==> src/hdl/adcic_defs.svh <==
/*
  Constants for the two-wire converter channel controller: timing counts, address codes,
  command field positions and reset values.
  Assumes inclusion by bare name from the package; the design modules use its macros without including it.
*/
// Summary of operation
// [RULE1] channel command arrives as one eight-bit word per write
// [RULE2] reset selects differential pair, input 0 positive, input 1 negative
// [RULE3] first conversion starts by itself after reset
// [RULE4] master sends only 000, 100 or 101 as leading three bits
// [RULE5] leading 000 or 100: rest ignored, previous selection kept
// [RULE6] leading 101: next five bits become selection for next conversion
// [RULE7] first selection bit: 0 differential, 1 single-ended
// [RULE8] differential: pair 2k/2k+1, polarity 1 makes odd channel positive
// [RULE9] single-ended: channel 2k+polarity positive, common pin negative
// [RULE10] after conversion the device sleeps, ready for a read
// [RULE11] acknowledged read in sleep enters data output state
// [RULE12] data output ends, new conversion on stop or after 24 bits
// [RULE13] master aborts a read with stop during the ninth clock
// [RULE14] slave address from three tri-level straps, 27 codes
// [RULE15] global address 1110111 also selects the device
// [RULE16] without writes conversions reuse last or default selection
// [RULE17] addressed during conversion: device answers with NAK
// [RULE18] master writes a selection only after conversion completes
// [RULE19] write, repeated start, read allowed; next conversion uses new selection
// [RULE20] result: sign, over-range, 16-bit two's complement, six zeros
// [RULE21] stop after acknowledged write starts a new conversion
// [RULE22] read to global address is refused with NAK
// [RULE23] conversion lasts a configurable count of oscillator cycles
`ifndef ADCIC_DEFS_SVH
`define ADCIC_DEFS_SVH

`define ADCIC_CLK_MHZ 40
`define ADCIC_CONV_TIME_US 1000
`define ADCIC_CONV_CYCLES (`ADCIC_CONV_TIME_US * `ADCIC_CLK_MHZ)
`define ADCIC_GLOBAL_ADDR 7'h77
`define ADCIC_EN_PATTERN 3'h5
`define ADCIC_SEL_RESET 5'h00
`define ADCIC_RESULT_BITS 24
`define ADCIC_SEL_SGL_BIT 4
`define ADCIC_SEL_ODD_BIT 3
`define ADCIC_STRAP_LOW 2'h0
`define ADCIC_STRAP_HIGH 2'h1
`define ADCIC_STRAP_FLOAT 2'h2

`endif

==> src/hdl/adcic_pkg.sv <==
/*
  Types for the two-wire converter channel controller.
  Assumes the constants header is on the include path.
*/
package adcic_pkg;
  `include "adcic_defs.svh"

  typedef enum logic [1:0] {
    ADCIC_CONVERT,
    ADCIC_SLEEP,
    ADCIC_OUTPUT
  } adcic_state_t;

  typedef struct packed {
    logic single_ended_select;
    logic odd_polarity;
    logic pair_index_bit2;
    logic pair_index_bit1;
    logic pair_index_bit0;
  } adcic_sel_t;

  typedef struct packed {
    logic [3:0] pos_channel;
    logic [3:0] neg_channel;
    logic neg_is_common;
  } adcic_mux_t;

  typedef struct packed {
    logic sign_flag;
    logic over_range;
    logic [15:0] value;
  } adcic_result_t;
endpackage : adcic_pkg

==> src/hdl/adcic_strap_addr.sv <==
/*
  Tri-level strap to slave address decoder.
  Assumes strap levels are already sensed as low, high or float codes and steady.
*/
`timescale 1ns/100ps
`default_nettype none
module adcic_strap_addr (
  input wire logic [1:0] addr_strap_0,
  input wire logic [1:0] addr_strap_1,
  input wire logic [1:0] addr_strap_2,
  output logic [6:0] slave_addr
);
  import adcic_pkg::*;

  // ---------------------------------------------------------
  // address table
  // ---------------------------------------------------------
  function automatic logic [6:0] strap_lookup(input logic [1:0] s2, input logic [1:0] s1, input logic [1:0] s0);
    logic [5:0] key;
    key = {s2, s1, s0};
    unique case (key)
      6'h00: strap_lookup = 7'h14;
      6'h01: strap_lookup = 7'h16;
      6'h02: strap_lookup = 7'h15;
      6'h04: strap_lookup = 7'h26;
      6'h05: strap_lookup = 7'h34;
      6'h06: strap_lookup = 7'h27;
      6'h08: strap_lookup = 7'h17;
      6'h09: strap_lookup = 7'h25;
      6'h0A: strap_lookup = 7'h24;
      6'h10: strap_lookup = 7'h56;
      6'h11: strap_lookup = 7'h64;
      6'h12: strap_lookup = 7'h57;
      6'h14: strap_lookup = 7'h74;
      6'h15: strap_lookup = 7'h76;
      6'h16: strap_lookup = 7'h75;
      6'h18: strap_lookup = 7'h65;
      6'h19: strap_lookup = 7'h67;
      6'h1A: strap_lookup = 7'h66;
      6'h20: strap_lookup = 7'h35;
      6'h21: strap_lookup = 7'h37;
      6'h22: strap_lookup = 7'h36;
      6'h24: strap_lookup = 7'h47;
      6'h25: strap_lookup = 7'h55;
      6'h26: strap_lookup = 7'h54;
      6'h28: strap_lookup = 7'h44;
      6'h29: strap_lookup = 7'h46;
      6'h2A: strap_lookup = 7'h45;
      // code 3 is not a legal strap level; any strap at 3 gives the all-float address
      default: strap_lookup = 7'h45;
    endcase
  endfunction : strap_lookup

  always_comb begin
    slave_addr = strap_lookup(addr_strap_2, addr_strap_1, addr_strap_0); // [RULE14]
  end
endmodule : adcic_strap_addr
`default_nettype wire

==> src/hdl/adcic_top.sv <==
/*
  Two-wire slave controller for a multi-channel converter: address match, channel
  command capture, conversion/sleep/output sequencing and 24-bit result shifting.
  Assumes scl and sda come from pins (resynchronised here), straps are steady, and the
  analog side presents a result word that is sampled at conversion end.
*/
`timescale 1ns/100ps
`default_nettype none
module adcic_top #(
  parameter int unsigned CONV_CYCLES = `ADCIC_CONV_CYCLES
) (
  input wire logic mclk,
  input wire logic reset,
  input wire logic scl_in,
  input wire logic sda_in,
  output logic sda_out,
  output logic sda_oe,
  input wire logic [1:0] addr_strap_0,
  input wire logic [1:0] addr_strap_1,
  input wire logic [1:0] addr_strap_2,
  input wire adcic_pkg::adcic_result_t conv_result,
  output adcic_pkg::adcic_mux_t mux_select,
  output logic converting,
  output logic conv_start
);
  import adcic_pkg::*;

  // ---------------------------------------------------------
  // pin synchronisers
  // ---------------------------------------------------------
  logic [2:0] scl_sync_ff;
  logic [2:0] sda_sync_ff;
  logic scl_ff;
  logic sda_ff;

  always_ff @(posedge mclk) begin
    if (reset) begin
      scl_sync_ff <= 3'h7;
      sda_sync_ff <= 3'h7;
    end else begin
      scl_sync_ff <= {scl_sync_ff[1:0], scl_in};
      sda_sync_ff <= {sda_sync_ff[1:0], sda_in};
    end
  end

  // a level counts once stages two and three agree; otherwise hold the old value
  always_ff @(posedge mclk) begin
    if (reset) begin
      scl_ff <= 1'b1;
      sda_ff <= 1'b1;
    end else begin
      if (scl_sync_ff[1] == scl_sync_ff[2]) begin
        scl_ff <= scl_sync_ff[2];
      end
      if (sda_sync_ff[1] == sda_sync_ff[2]) begin
        sda_ff <= sda_sync_ff[2];
      end
    end
  end

  logic scl_d_ff;
  logic sda_d_ff;
  always_ff @(posedge mclk) begin
    if (reset) begin
      scl_d_ff <= 1'b1;
      sda_d_ff <= 1'b1;
    end else begin
      scl_d_ff <= scl_ff;
      sda_d_ff <= sda_ff;
    end
  end

  logic scl_rise;
  logic scl_fall;
  logic start_det;
  logic stop_det;
  assign scl_rise = scl_ff && !scl_d_ff;
  assign scl_fall = !scl_ff && scl_d_ff;
  assign start_det = scl_ff && scl_d_ff && sda_d_ff && !sda_ff;
  assign stop_det = scl_ff && scl_d_ff && !sda_d_ff && sda_ff;

  // ---------------------------------------------------------
  // address decode
  // ---------------------------------------------------------
  logic [6:0] slave_addr;
  adcic_strap_addr u_strap (
    .addr_strap_0(addr_strap_0),
    .addr_strap_1(addr_strap_1),
    .addr_strap_2(addr_strap_2),
    .slave_addr(slave_addr)
  );

  // ---------------------------------------------------------
  // byte engine
  // ---------------------------------------------------------
  typedef enum logic [2:0] {
    BUS_IDLE,
    BUS_ADDR,
    BUS_WDATA,
    BUS_RDATA,
    BUS_IGNORE
  } adcic_bus_t;

  adcic_bus_t bus_ff;
  logic [3:0] bit_cnt_ff;
  logic [7:0] shift_ff;
  logic ack_drive_ff;
  logic wr_acked_ff;
  logic [4:0] rd_bits_ff;
  logic [23:0] out_ff;
  logic sda_out_ff;
  logic sda_oe_ff;
  adcic_state_t state_ff;
  adcic_sel_t sel_ff;
  adcic_result_t result_ff;
  logic [$clog2(CONV_CYCLES + 1)-1:0] conv_cnt_ff;
  logic conv_go;
  logic master_nak_ff;

  logic ninth;
  logic [7:0] rx_byte;
  logic addr_hit;
  logic global_hit;
  assign ninth = (bit_cnt_ff == 4'h9);
  assign rx_byte = {shift_ff[6:0], sda_ff};
  assign global_hit = (shift_ff[7:1] == `ADCIC_GLOBAL_ADDR); // [RULE15]
  assign addr_hit = (shift_ff[7:1] == slave_addr) || global_hit;

  // bit counter and receive shifter, sampled on scl rising edges
  always_ff @(posedge mclk) begin
    if (reset || start_det || stop_det) begin
      bit_cnt_ff <= 4'h0;
      shift_ff <= 8'h00;
    end else if (scl_fall && ninth) begin
      bit_cnt_ff <= 4'h0;
    end else if (scl_fall && bit_cnt_ff == 4'h8) begin
      // the ack slot has a count of its own so no data bit is taken in it
      bit_cnt_ff <= 4'h9;
    end else if (scl_rise && bit_cnt_ff < 4'h8) begin
      shift_ff <= rx_byte;
      bit_cnt_ff <= bit_cnt_ff + 4'h1;
    end
  end

  // transaction phase; ack decided at the falling edge ending bit 8
  always_ff @(posedge mclk) begin
    if (reset || stop_det) begin
      bus_ff <= BUS_IDLE;
      ack_drive_ff <= 1'b0;
      master_nak_ff <= 1'b0;
    end else if (start_det) begin
      bus_ff <= BUS_ADDR;
      ack_drive_ff <= 1'b0;
      master_nak_ff <= 1'b0;
    end else if (scl_fall && bit_cnt_ff == 4'h8 && !ack_drive_ff) begin
      unique case (bus_ff)
        BUS_ADDR: begin
          // busy converter stays silent, and global reads are refused
          if (addr_hit && state_ff != ADCIC_CONVERT && !(global_hit && shift_ff[0])) begin // [RULE17] [RULE22]
            ack_drive_ff <= 1'b1;
          end else begin
            bus_ff <= BUS_IGNORE;
          end
        end
        BUS_WDATA: ack_drive_ff <= 1'b1; // [RULE1]
        default: ack_drive_ff <= 1'b0;
      endcase
    end else if (scl_fall && ninth) begin
      ack_drive_ff <= 1'b0;
      if (bus_ff == BUS_ADDR) begin
        bus_ff <= shift_ff[0] ? BUS_RDATA : BUS_WDATA;
      end else if (bus_ff == BUS_RDATA && (master_nak_ff || rd_bits_ff == 5'(`ADCIC_RESULT_BITS))) begin
        bus_ff <= BUS_IGNORE;
      end else if (bus_ff == BUS_WDATA) begin
        bus_ff <= BUS_IGNORE;
      end
    end else if (scl_rise && ninth && bus_ff == BUS_RDATA) begin
      master_nak_ff <= sda_ff;
    end
  end

  // receiving bits 0..7 means shift_ff holds the whole byte once bit_cnt reaches 8
  // note: address byte r/w sits in shift_ff[0] at that point, address in [7:1]

  // ---------------------------------------------------------
  // write capture and channel selection
  // ---------------------------------------------------------
  logic wr_byte_done;
  assign wr_byte_done = scl_fall && ninth && bus_ff == BUS_WDATA;

  always_ff @(posedge mclk) begin
    if (reset) begin
      sel_ff <= `ADCIC_SEL_RESET; // [RULE2]
    end else if (wr_byte_done && shift_ff[7:5] == `ADCIC_EN_PATTERN) begin
      sel_ff <= shift_ff[4:0]; // [RULE6]
    end
    // other leading patterns leave the selection untouched [RULE5] [RULE16]
  end

  // an acknowledged address write arms the stop that restarts conversion
  always_ff @(posedge mclk) begin
    if (reset || start_det && bus_ff == BUS_IDLE || conv_go) begin
      wr_acked_ff <= 1'b0;
    end else if (scl_fall && ninth && bus_ff == BUS_ADDR && ack_drive_ff && !shift_ff[0]) begin
      wr_acked_ff <= 1'b1;
    end
  end

  // ---------------------------------------------------------
  // conversion sequencing
  // ---------------------------------------------------------
  logic rd_acked;
  logic rd_done;
  assign rd_acked = scl_fall && ninth && bus_ff == BUS_ADDR && ack_drive_ff && shift_ff[0];
  assign rd_done = (rd_bits_ff == 5'(`ADCIC_RESULT_BITS)) && scl_fall && ninth;
  assign conv_go = (state_ff == ADCIC_OUTPUT && (stop_det || rd_done)) // [RULE12] [RULE13]
                || (state_ff == ADCIC_SLEEP && stop_det && wr_acked_ff); // [RULE21] [RULE19]

  always_ff @(posedge mclk) begin
    if (reset) begin
      state_ff <= ADCIC_CONVERT; // [RULE3]
      conv_cnt_ff <= '0;
    end else begin
      unique case (state_ff)
        ADCIC_CONVERT: begin
          if (conv_cnt_ff == ($bits(conv_cnt_ff))'(CONV_CYCLES - 1)) begin
            state_ff <= ADCIC_SLEEP; // [RULE23] [RULE10]
            conv_cnt_ff <= '0;
          end else begin
            conv_cnt_ff <= conv_cnt_ff + 1'b1;
          end
        end
        ADCIC_SLEEP: begin
          if (conv_go) begin
            state_ff <= ADCIC_CONVERT;
          end else if (rd_acked) begin
            state_ff <= ADCIC_OUTPUT; // [RULE11]
          end
        end
        ADCIC_OUTPUT: begin
          if (conv_go) begin
            state_ff <= ADCIC_CONVERT;
          end
        end
      endcase
    end
  end

  always_ff @(posedge mclk) begin
    if (reset) begin
      result_ff <= '0;
    end else if (state_ff == ADCIC_CONVERT && conv_cnt_ff == ($bits(conv_cnt_ff))'(CONV_CYCLES - 1)) begin
      result_ff <= conv_result;
    end
  end

  // ---------------------------------------------------------
  // data output shifter
  // ---------------------------------------------------------
  always_ff @(posedge mclk) begin
    if (reset) begin
      out_ff <= 24'h000000;
      rd_bits_ff <= 5'h00;
    end else if (rd_acked) begin
      out_ff <= {result_ff, 6'h00}; // [RULE20]
      rd_bits_ff <= 5'h00;
    end else if (scl_fall && bus_ff == BUS_RDATA && bit_cnt_ff < 4'h8 && bit_cnt_ff != 4'h0) begin
      out_ff <= {out_ff[22:0], 1'b0};
      rd_bits_ff <= rd_bits_ff + 5'h01;
    end else if (scl_fall && bus_ff == BUS_RDATA && bit_cnt_ff == 4'h8) begin
      out_ff <= {out_ff[22:0], 1'b0};
      rd_bits_ff <= rd_bits_ff + 5'h01;
    end
  end

  // ---------------------------------------------------------
  // sda drive and outputs
  // ---------------------------------------------------------
  logic nxt_sda_oe;
  always_comb begin
    nxt_sda_oe = 1'b0;
    if (ack_drive_ff) begin
      nxt_sda_oe = 1'b1;
    end else if (bus_ff == BUS_RDATA && !ninth && !out_ff[23]) begin
      nxt_sda_oe = 1'b1;
    end
  end

  always_ff @(posedge mclk) begin
    if (reset) begin
      sda_oe_ff <= 1'b0;
      sda_out_ff <= 1'b0;
    end else begin
      sda_oe_ff <= nxt_sda_oe;
      sda_out_ff <= 1'b0;
    end
  end

  function automatic adcic_mux_t sel_decode(input adcic_sel_t s);
    adcic_mux_t m;
    logic [2:0] k;
    k = {s.pair_index_bit2, s.pair_index_bit1, s.pair_index_bit0};
    m.pos_channel = {k, s.odd_polarity};
    m.neg_channel = {k, !s.odd_polarity};
    m.neg_is_common = s.single_ended_select; // [RULE7] [RULE9]
    if (s.single_ended_select) begin
      m.neg_channel = 4'h0;
    end
    return m; // [RULE8]
  endfunction : sel_decode

  adcic_mux_t mux_ff;
  logic conv_ff;
  logic start_ff;
  always_ff @(posedge mclk) begin
    if (reset) begin
      mux_ff <= sel_decode(`ADCIC_SEL_RESET);
      conv_ff <= 1'b1;
      start_ff <= 1'b1;
    end else begin
      // selection is frozen while converting so a stray write cannot disturb it [RULE18]
      if (state_ff != ADCIC_CONVERT || conv_go) begin
        mux_ff <= sel_decode(sel_ff);
      end
      conv_ff <= (state_ff == ADCIC_CONVERT);
      start_ff <= conv_go;
    end
  end

  assign sda_out = sda_out_ff;
  assign sda_oe = sda_oe_ff;
  assign mux_select = mux_ff;
  assign converting = conv_ff;
  assign conv_start = start_ff;
endmodule : adcic_top
`default_nettype wire

==> config.mk <==
export PLATFORM = sky130hd
export DESIGN_NAME = adcic_top
export DESIGN_NICKNAME = d
export VERILOG_FILES = /design/src/hdl/adcic_pkg.sv /design/src/hdl/adcic_strap_addr.sv /design/src/hdl/adcic_top.sv
export VERILOG_INCLUDE_DIRS = /design/src /design/src/hdl
export SDC_FILE = /design/constraint.sdc
export NUM_CORES = 1
export LEC_CHECK = 0
export ABC_AREA = 1
export BUFFER_PORTS_ARGS = -buffer_cell sky130_fd_sc_hd__buf_2
export CAP_MARGIN = 20
export CORE_MARGIN = 1.5
export CORE_UTILIZATION = 60
export CTS_CLUSTER_SIZE = 40
export DETAILED_ROUTE_END_ITERATION = 7
export PLACE_DENSITY = 0.81
export RECOVER_POWER = 25
export SYNTH_ARGS = -nofsm -noshare
export SYNTH_HDL_FRONTEND = slang
export SYNTH_HIERARCHICAL = 1
export SYNTH_SLANG_ARGS = --single-unit
==> constraint.sdc <==
create_clock -name mclk -period 2.1 [get_ports mclk]
set_input_delay 0.105 -clock mclk [delete_from_list [all_inputs] [get_ports mclk]]
set_output_delay 0.105 -clock mclk [all_outputs]
set_load 0.005 [all_outputs]
# Yosys cells after proc, flatten, opt, wreduce, memory -nomap -nowiden
# Memories as Yosys holds them, arrays and structs flattened.
# Index checks and enable logic that the tools add are counted.
# word_totals
register_bits	109
latchBits	0
mem_bits_rw	0
mem_bits_ro	320
inputBits	28
output_inout_bits	13
elab_cells	169
memories	1
# mem_list
memory	depth	width	rd	rd_clocked_by_memory_dff	write_ports	line	text
(no name shown)	64	5	1	0	0	adcic_strap_addr.sv:21	unique case (key)
# classes
add_sub_neg	3
n_mul	0
n_div	0
magnitude_cmp	1
eq_ne	22
n_shift	0
mux	29
bitwise	3
n_reduce_logical	77
# op_table
operator	n
$mux 24	3
$logic_and 1x1->1	36
$mux 3	7
$add 16x1->16 const B	1
$eq 16x16->1 const B	1
$mux 16	1
$mux 4	3
$logic_not 1->1	10
$logic_or 1x1->1	10
$mux 5	2
$ne 3x3->1 const B	3
$reduce_and 3->1	3
$reduce_bool 3->1	3
$eq 4x4->1 const B	2
$mux 2	4
$reduce_and 4->1	2
$reduce_bool 2->1	4
$reduce_bool 4->1	2
$eq 7x7->1	1
$eq 7x7->1 const B	1
$mux 1	7
$eq 3x2->1 const B	2
$ne 2x2->1 const B	3
$pmux 2 s3	1
other kinds (18)	23

# Depth between registers and ports, before layout
# logic_depth
word_depth	9
mapped_depth	19
depth_no_buf	19

# Hierarchy
# Netlist, hierarchy kept.
# by_module_without_submodules
module	instances	cells_per_inst	area_per_inst_um2	seq_area_each_um2
adcic_top	1	630	4555.6	2082.0
adcic_strap_addr	1	76	417.9	0.0

# Worst setup path after synthesis
# No wires, ideal clock.
# synth_path
kind	input to register
start	input addr_strap_0[0]
end	register bus_ff[1]
setup_ps	110
arrival_ps	1542
t_required_ps	1990
path_slack_ps	447
path_stages	18
path_buffers	0
path_cell_list	inv_1 -> ha_1 -> nand3_2 -> nor2_2 -> nand3b_1 -> nand2_1 -> nand2_1 -> inv_1 -> nand2_1 -> nand2_1 -> nor2_1 -> nand2_1 -> o21bai_1 -> nand3_1 -> nand3_1 -> nand2_1 -> nand2_1 -> nor2_1
# synth_between
elab_chain_cells	7
# synth_lines
item	line	text
from (decl)	adcic_top.sv:18	input wire logic [1:0] addr_strap_0,
$mem_v2 64x5	--	
net slave_addr[4]	adcic_top.sv:85	logic [6:0] slave_addr;
$eq 7x7->1	adcic_top.sv:127	assign addr_hit = (shift_ff[7:1] == slave_addr) || global_hit;
$logic_or 1x1->1	adcic_top.sv:127	
$logic_and 1x1->1 (2 in series)	adcic_top.sv:159	if (addr_hit && state_ff != ADCIC_CONVERT && !(global_hit && shift_ff[0])) begin
$ne 2x2->1 (no line)	--	
$reduce_and 4->1 (no line)	--	
to (signal assigned)	adcic_top.sv:171	bus_ff <= shift_ff[0] ? BUS_RDATA : BUS_WDATA;
to (decl)	adcic_top.sv:104	adcic_bus_t bus_ff;
# The timed path passes the listed nets, and every way through them passes these cells.
# A chain may end at the register's enable or synchronous reset.

# Final worst setup path
# layout_path
start	register bit_cnt_ff[1]
end	register out_ff[18]
# layout_between
elab_chain_cells	6
word_cells_on_any_way	14
classes_between	order compare (1); eq/ne (2); mux (2); reduce/logical (9)
# layout_lines
item	line	text
from (decl)	adcic_top.sv:105	logic [3:0] bit_cnt_ff;
from (signal assigned)	adcic_top.sv:141	bit_cnt_ff <= bit_cnt_ff + 4'h1;
parallel branches: the longest is 6 deep, another holds $lt 4x4->1	--	
to (signal assigned)	adcic_top.sv:265	out_ff <= {result_ff, 6'h00};
to (signal assigned)	adcic_top.sv:268	out_ff <= {out_ff[22:0], 1'b0};
to (signal assigned)	adcic_top.sv:271	out_ff <= {out_ff[22:0], 1'b0};
to (decl)	adcic_top.sv:110	logic [23:0] out_ff;
# Several ways; the timed one is not identified.

==> flow_summary_export.csv <==
group,metric,value,unit
yosys,synth_warnings,6,
detailed_routing,routed_wl,10.6,mm
detailed_routing,drtIter0Drc,282,
floorplanning,initial_core_util,61.1,%
setup_path,end_kind,"flop",
worst_hold_path,worstHoldPathType,"primary input to flop",
yosys,synthesis.nets,750,
cells_and_area,layout-drive-gt1-share,11.5,%
clocking,htreeDepth,3,
placement,dp_cells,837,
placement,io_buffers,39,
power,p_int,2.99,mW
setup_path,crit_fanout,18,
sta,period_share,84.7,%
global_routing,antenna_found_initial,0,
power,power_frac_clock,37.2,%
cells_and_area,antenna_cells,0,
cells_and_area,mostFrequentLayoutCells,"196 x nand2_1, 104 x dfxtp_1, 84 x nor2_1",
cells_and_area,postLayoutCoreUtil,69.7,%
cells_and_area,stdcell_count,872,
clocking,worstSkewPairLatency,0.37,ns
clocking,cts_buffers,9,
floorplanning,die-area,8840,um2
placement,routabilityCongestion,0.872,
job,maxCapViolCount,0,
cells_and_area,layout.nets,807,
cells_and_area,syn_to_final_growth,13.9,%
clocking,cts_tree,"built",
setup_path,worstSetupPathType,"flop to flop",
sta,fmax,562,MHz
power,ir_drop,0.501,mV
power,power_frac_comb,11.1,%
global_routing,gr-total-overflow,0,
yosys,synth_largest_area_cell,"dfxtp_1",
yosys,syn-cell-area,4970,um2
sta,finClkSkew,0.0146,ns
detailed_routing,route.vias.total,4534,
cells_and_area,final_common_cell,"nand2_1",
yosys,synth-seq-area-share,41.9,%
floorplanning,die_h,94.0,um
yosys,netlist_instances,706,
setup_path,worst_ep_required_time,2.40,ns
detailed_routing,drc,0,
global_routing,grt_start_max_net_pins,22,
sta,setup_ws,0.321,ns
detailed_routing,antenna_left,0,
yosys,synthTopCellsByArea,"dfxtp_1 42%, nand2_1 15%, nor2_1 6.3%",
clocking,clockBufferDepth,2,
floorplanning,rows,33,
clocking,clkTransAtPathRegs,0.10,ns
yosys,syn-mean-instance-area,7.04,um2
global_routing,grt_pass1_vias,4163,
sta,fin_crit,1.78,ns
yosys,yosysTopAreaCellShare,41.9,%
yosys,ys_types,39,
sta,setup_tns,0,ns
sta,finalSetupViolCount,0,
floorplanning,chipWidth,94.0,um
sta,hold_violations,0,
clocking,cts-resized-gates,0,
power,p_switching,0.992,mW
floorplanning,coreArea,8130,um2
detailed_routing,wl_per_cell,12.1,um
status,outcome,"finished, final reports clean",
placement,dpl.hpwl,7.44,mm
power,leakage,2.33,nW
cells_and_area,fillers,674,
power,switching_share,24.9,%
global_routing,grt_pass1_wl,18.0,mm
setup_path,startpoint_type,"flop",
clocking,cts-root-buf,"clkbuf_8",
detailed_routing,avgViaCountPerCell,5.20,
power,power_density,702,nW/um2
power,p_seq_share,51.7,%
detailed_routing,first_pass_iters,5,
sta,rsz0062_at_grt,"false",
setup_path,worstPathArrival,2.08,ns
placement,pre_cts_ws,0.0868,ns
clocking,cts_num_sinks,104,
sta,final_max_slew_viol_count,0,
global_routing,track_usage,25.4,%
yosys,ys_ff_latch,104,
floorplanning,ios,41,
## metal layers
layer	GRT usage, %	vias up	share of wire [%]
met3	4.45	17	3.3
met4	9.33	0	1.9
met2	43.4	89	48
met1	32.1	2059	47
met5	0	-	0
li1	-	2369	-
## sequential cells by signal, summed over array words and instances, names as in the netlist, 2 cells and up
signal	count
shift_ff	8
result_ff	18
conv_cnt_ff	16
out_ff	18
sda_sync_ff	3
state_ff	2
rd_bits_ff	5
scl_sync_ff	3
bit_cnt_ff	4
sel_ff	5
bus_ff	3
mux_select	9
## final timing paths
kind	start	end	slack, ns	depth (start not counted)
worst max register to register	bit_cnt_ff[1]	out_ff[18]	0.32	8
worst min register to register	sda_sync_ff[0]	sda_sync_ff[1]	0.42	1
worst min-delay path	reset	bus_ff[0]	0.1	4
worst max-delay path	bit_cnt_ff[1]	out_ff[18]	0.32	8
## critical path: stages, from the launching register on
cell	delay (ns)
dfxtp_1	0.35
inv_1	0.08
ha_1	0.16
nand3_2	0.13
nor2_4	0.18
nand4_1	0.22
inv_2	0.31
nand2_1	0.10
a31oi_1	0.17
## cell type report
| cell class | instances | area [um2] | area share, % |
|---|---|---|---|
| clock inverter | 6 | 116 | 2.05 |
| clock buffer | 9 | 124 | 2.19 |
| sequential | 104 | 2080 | 36.7 |
| timing repair buffer | 67 | 442 | 7.79 |
| inverter | 80 | 305 | 5.39 |
| tap | 105 | 131 | 2.32 |
| multi-input combinational | 501 | 2470 | 43.5 |
## through the flow
stage / instance area [um2] / hold WS (ns) / total power, mW
after detailed placement: 5240 / 0.291 / 2.52
after CTS: 5680 / 0.0941 / 4.01
after floorplan: 4970 / 0.209 / 2.39
after global routing: 5670 / 0.108 / 4.15
final: 5670 / 0.0958 / 3.98
after global placement: 5240 / 0.291 / 2.51
## power groups by stage
stage / clock network, mW / logic [mW] / registers (mW)
floorplan: 0 / 0.292 / 2.10
global placement: 0 / 0.412 / 2.10
detailed placement: 0 / 0.418 / 2.10
CTS: 1.51 / 0.449 / 2.06
global route: 1.57 / 0.504 / 2.07
finish: 1.48 / 0.443 / 2.06
## synthesized netlist by cell type (all sizes together)
cell type,instances
nor3,13
a211oi,6
nand2,200
a21oi,41
o22ai,1
a22oi,1
clkbuf,9
dfxtp,104
nand3,38
o21ai,44
or2,6
buf,12
ha,16
nor4,5
nand4,5
nand3b,3
o41ai,1
o21bai,2
conb,3
clkinv,3
nor2,90
inv,77
xor2,7
nor3b,1
a31oi,18
## logic make-up (layout without fill, tap and decap cells)
kind of cell	count (synthesis)	count (layout)	synth area share, %
buffers and inverters	101	162	8.55
DFF	104	104	41.9
adders and majority gates	16	16	4.03
other	3	3	0.226
AOI/OAI and AO/OA	114	114	12.6
xor gates and xnor gates	7	7	1.23
and+or+nand+nor	361	361	31.5
## timing repair
action                    4_1_cts  5_1_grt
hold endpoints to repair       20        0
setup buffers                   0        0
hold buffers                   20        0
(Power assumes the default switching activity.)
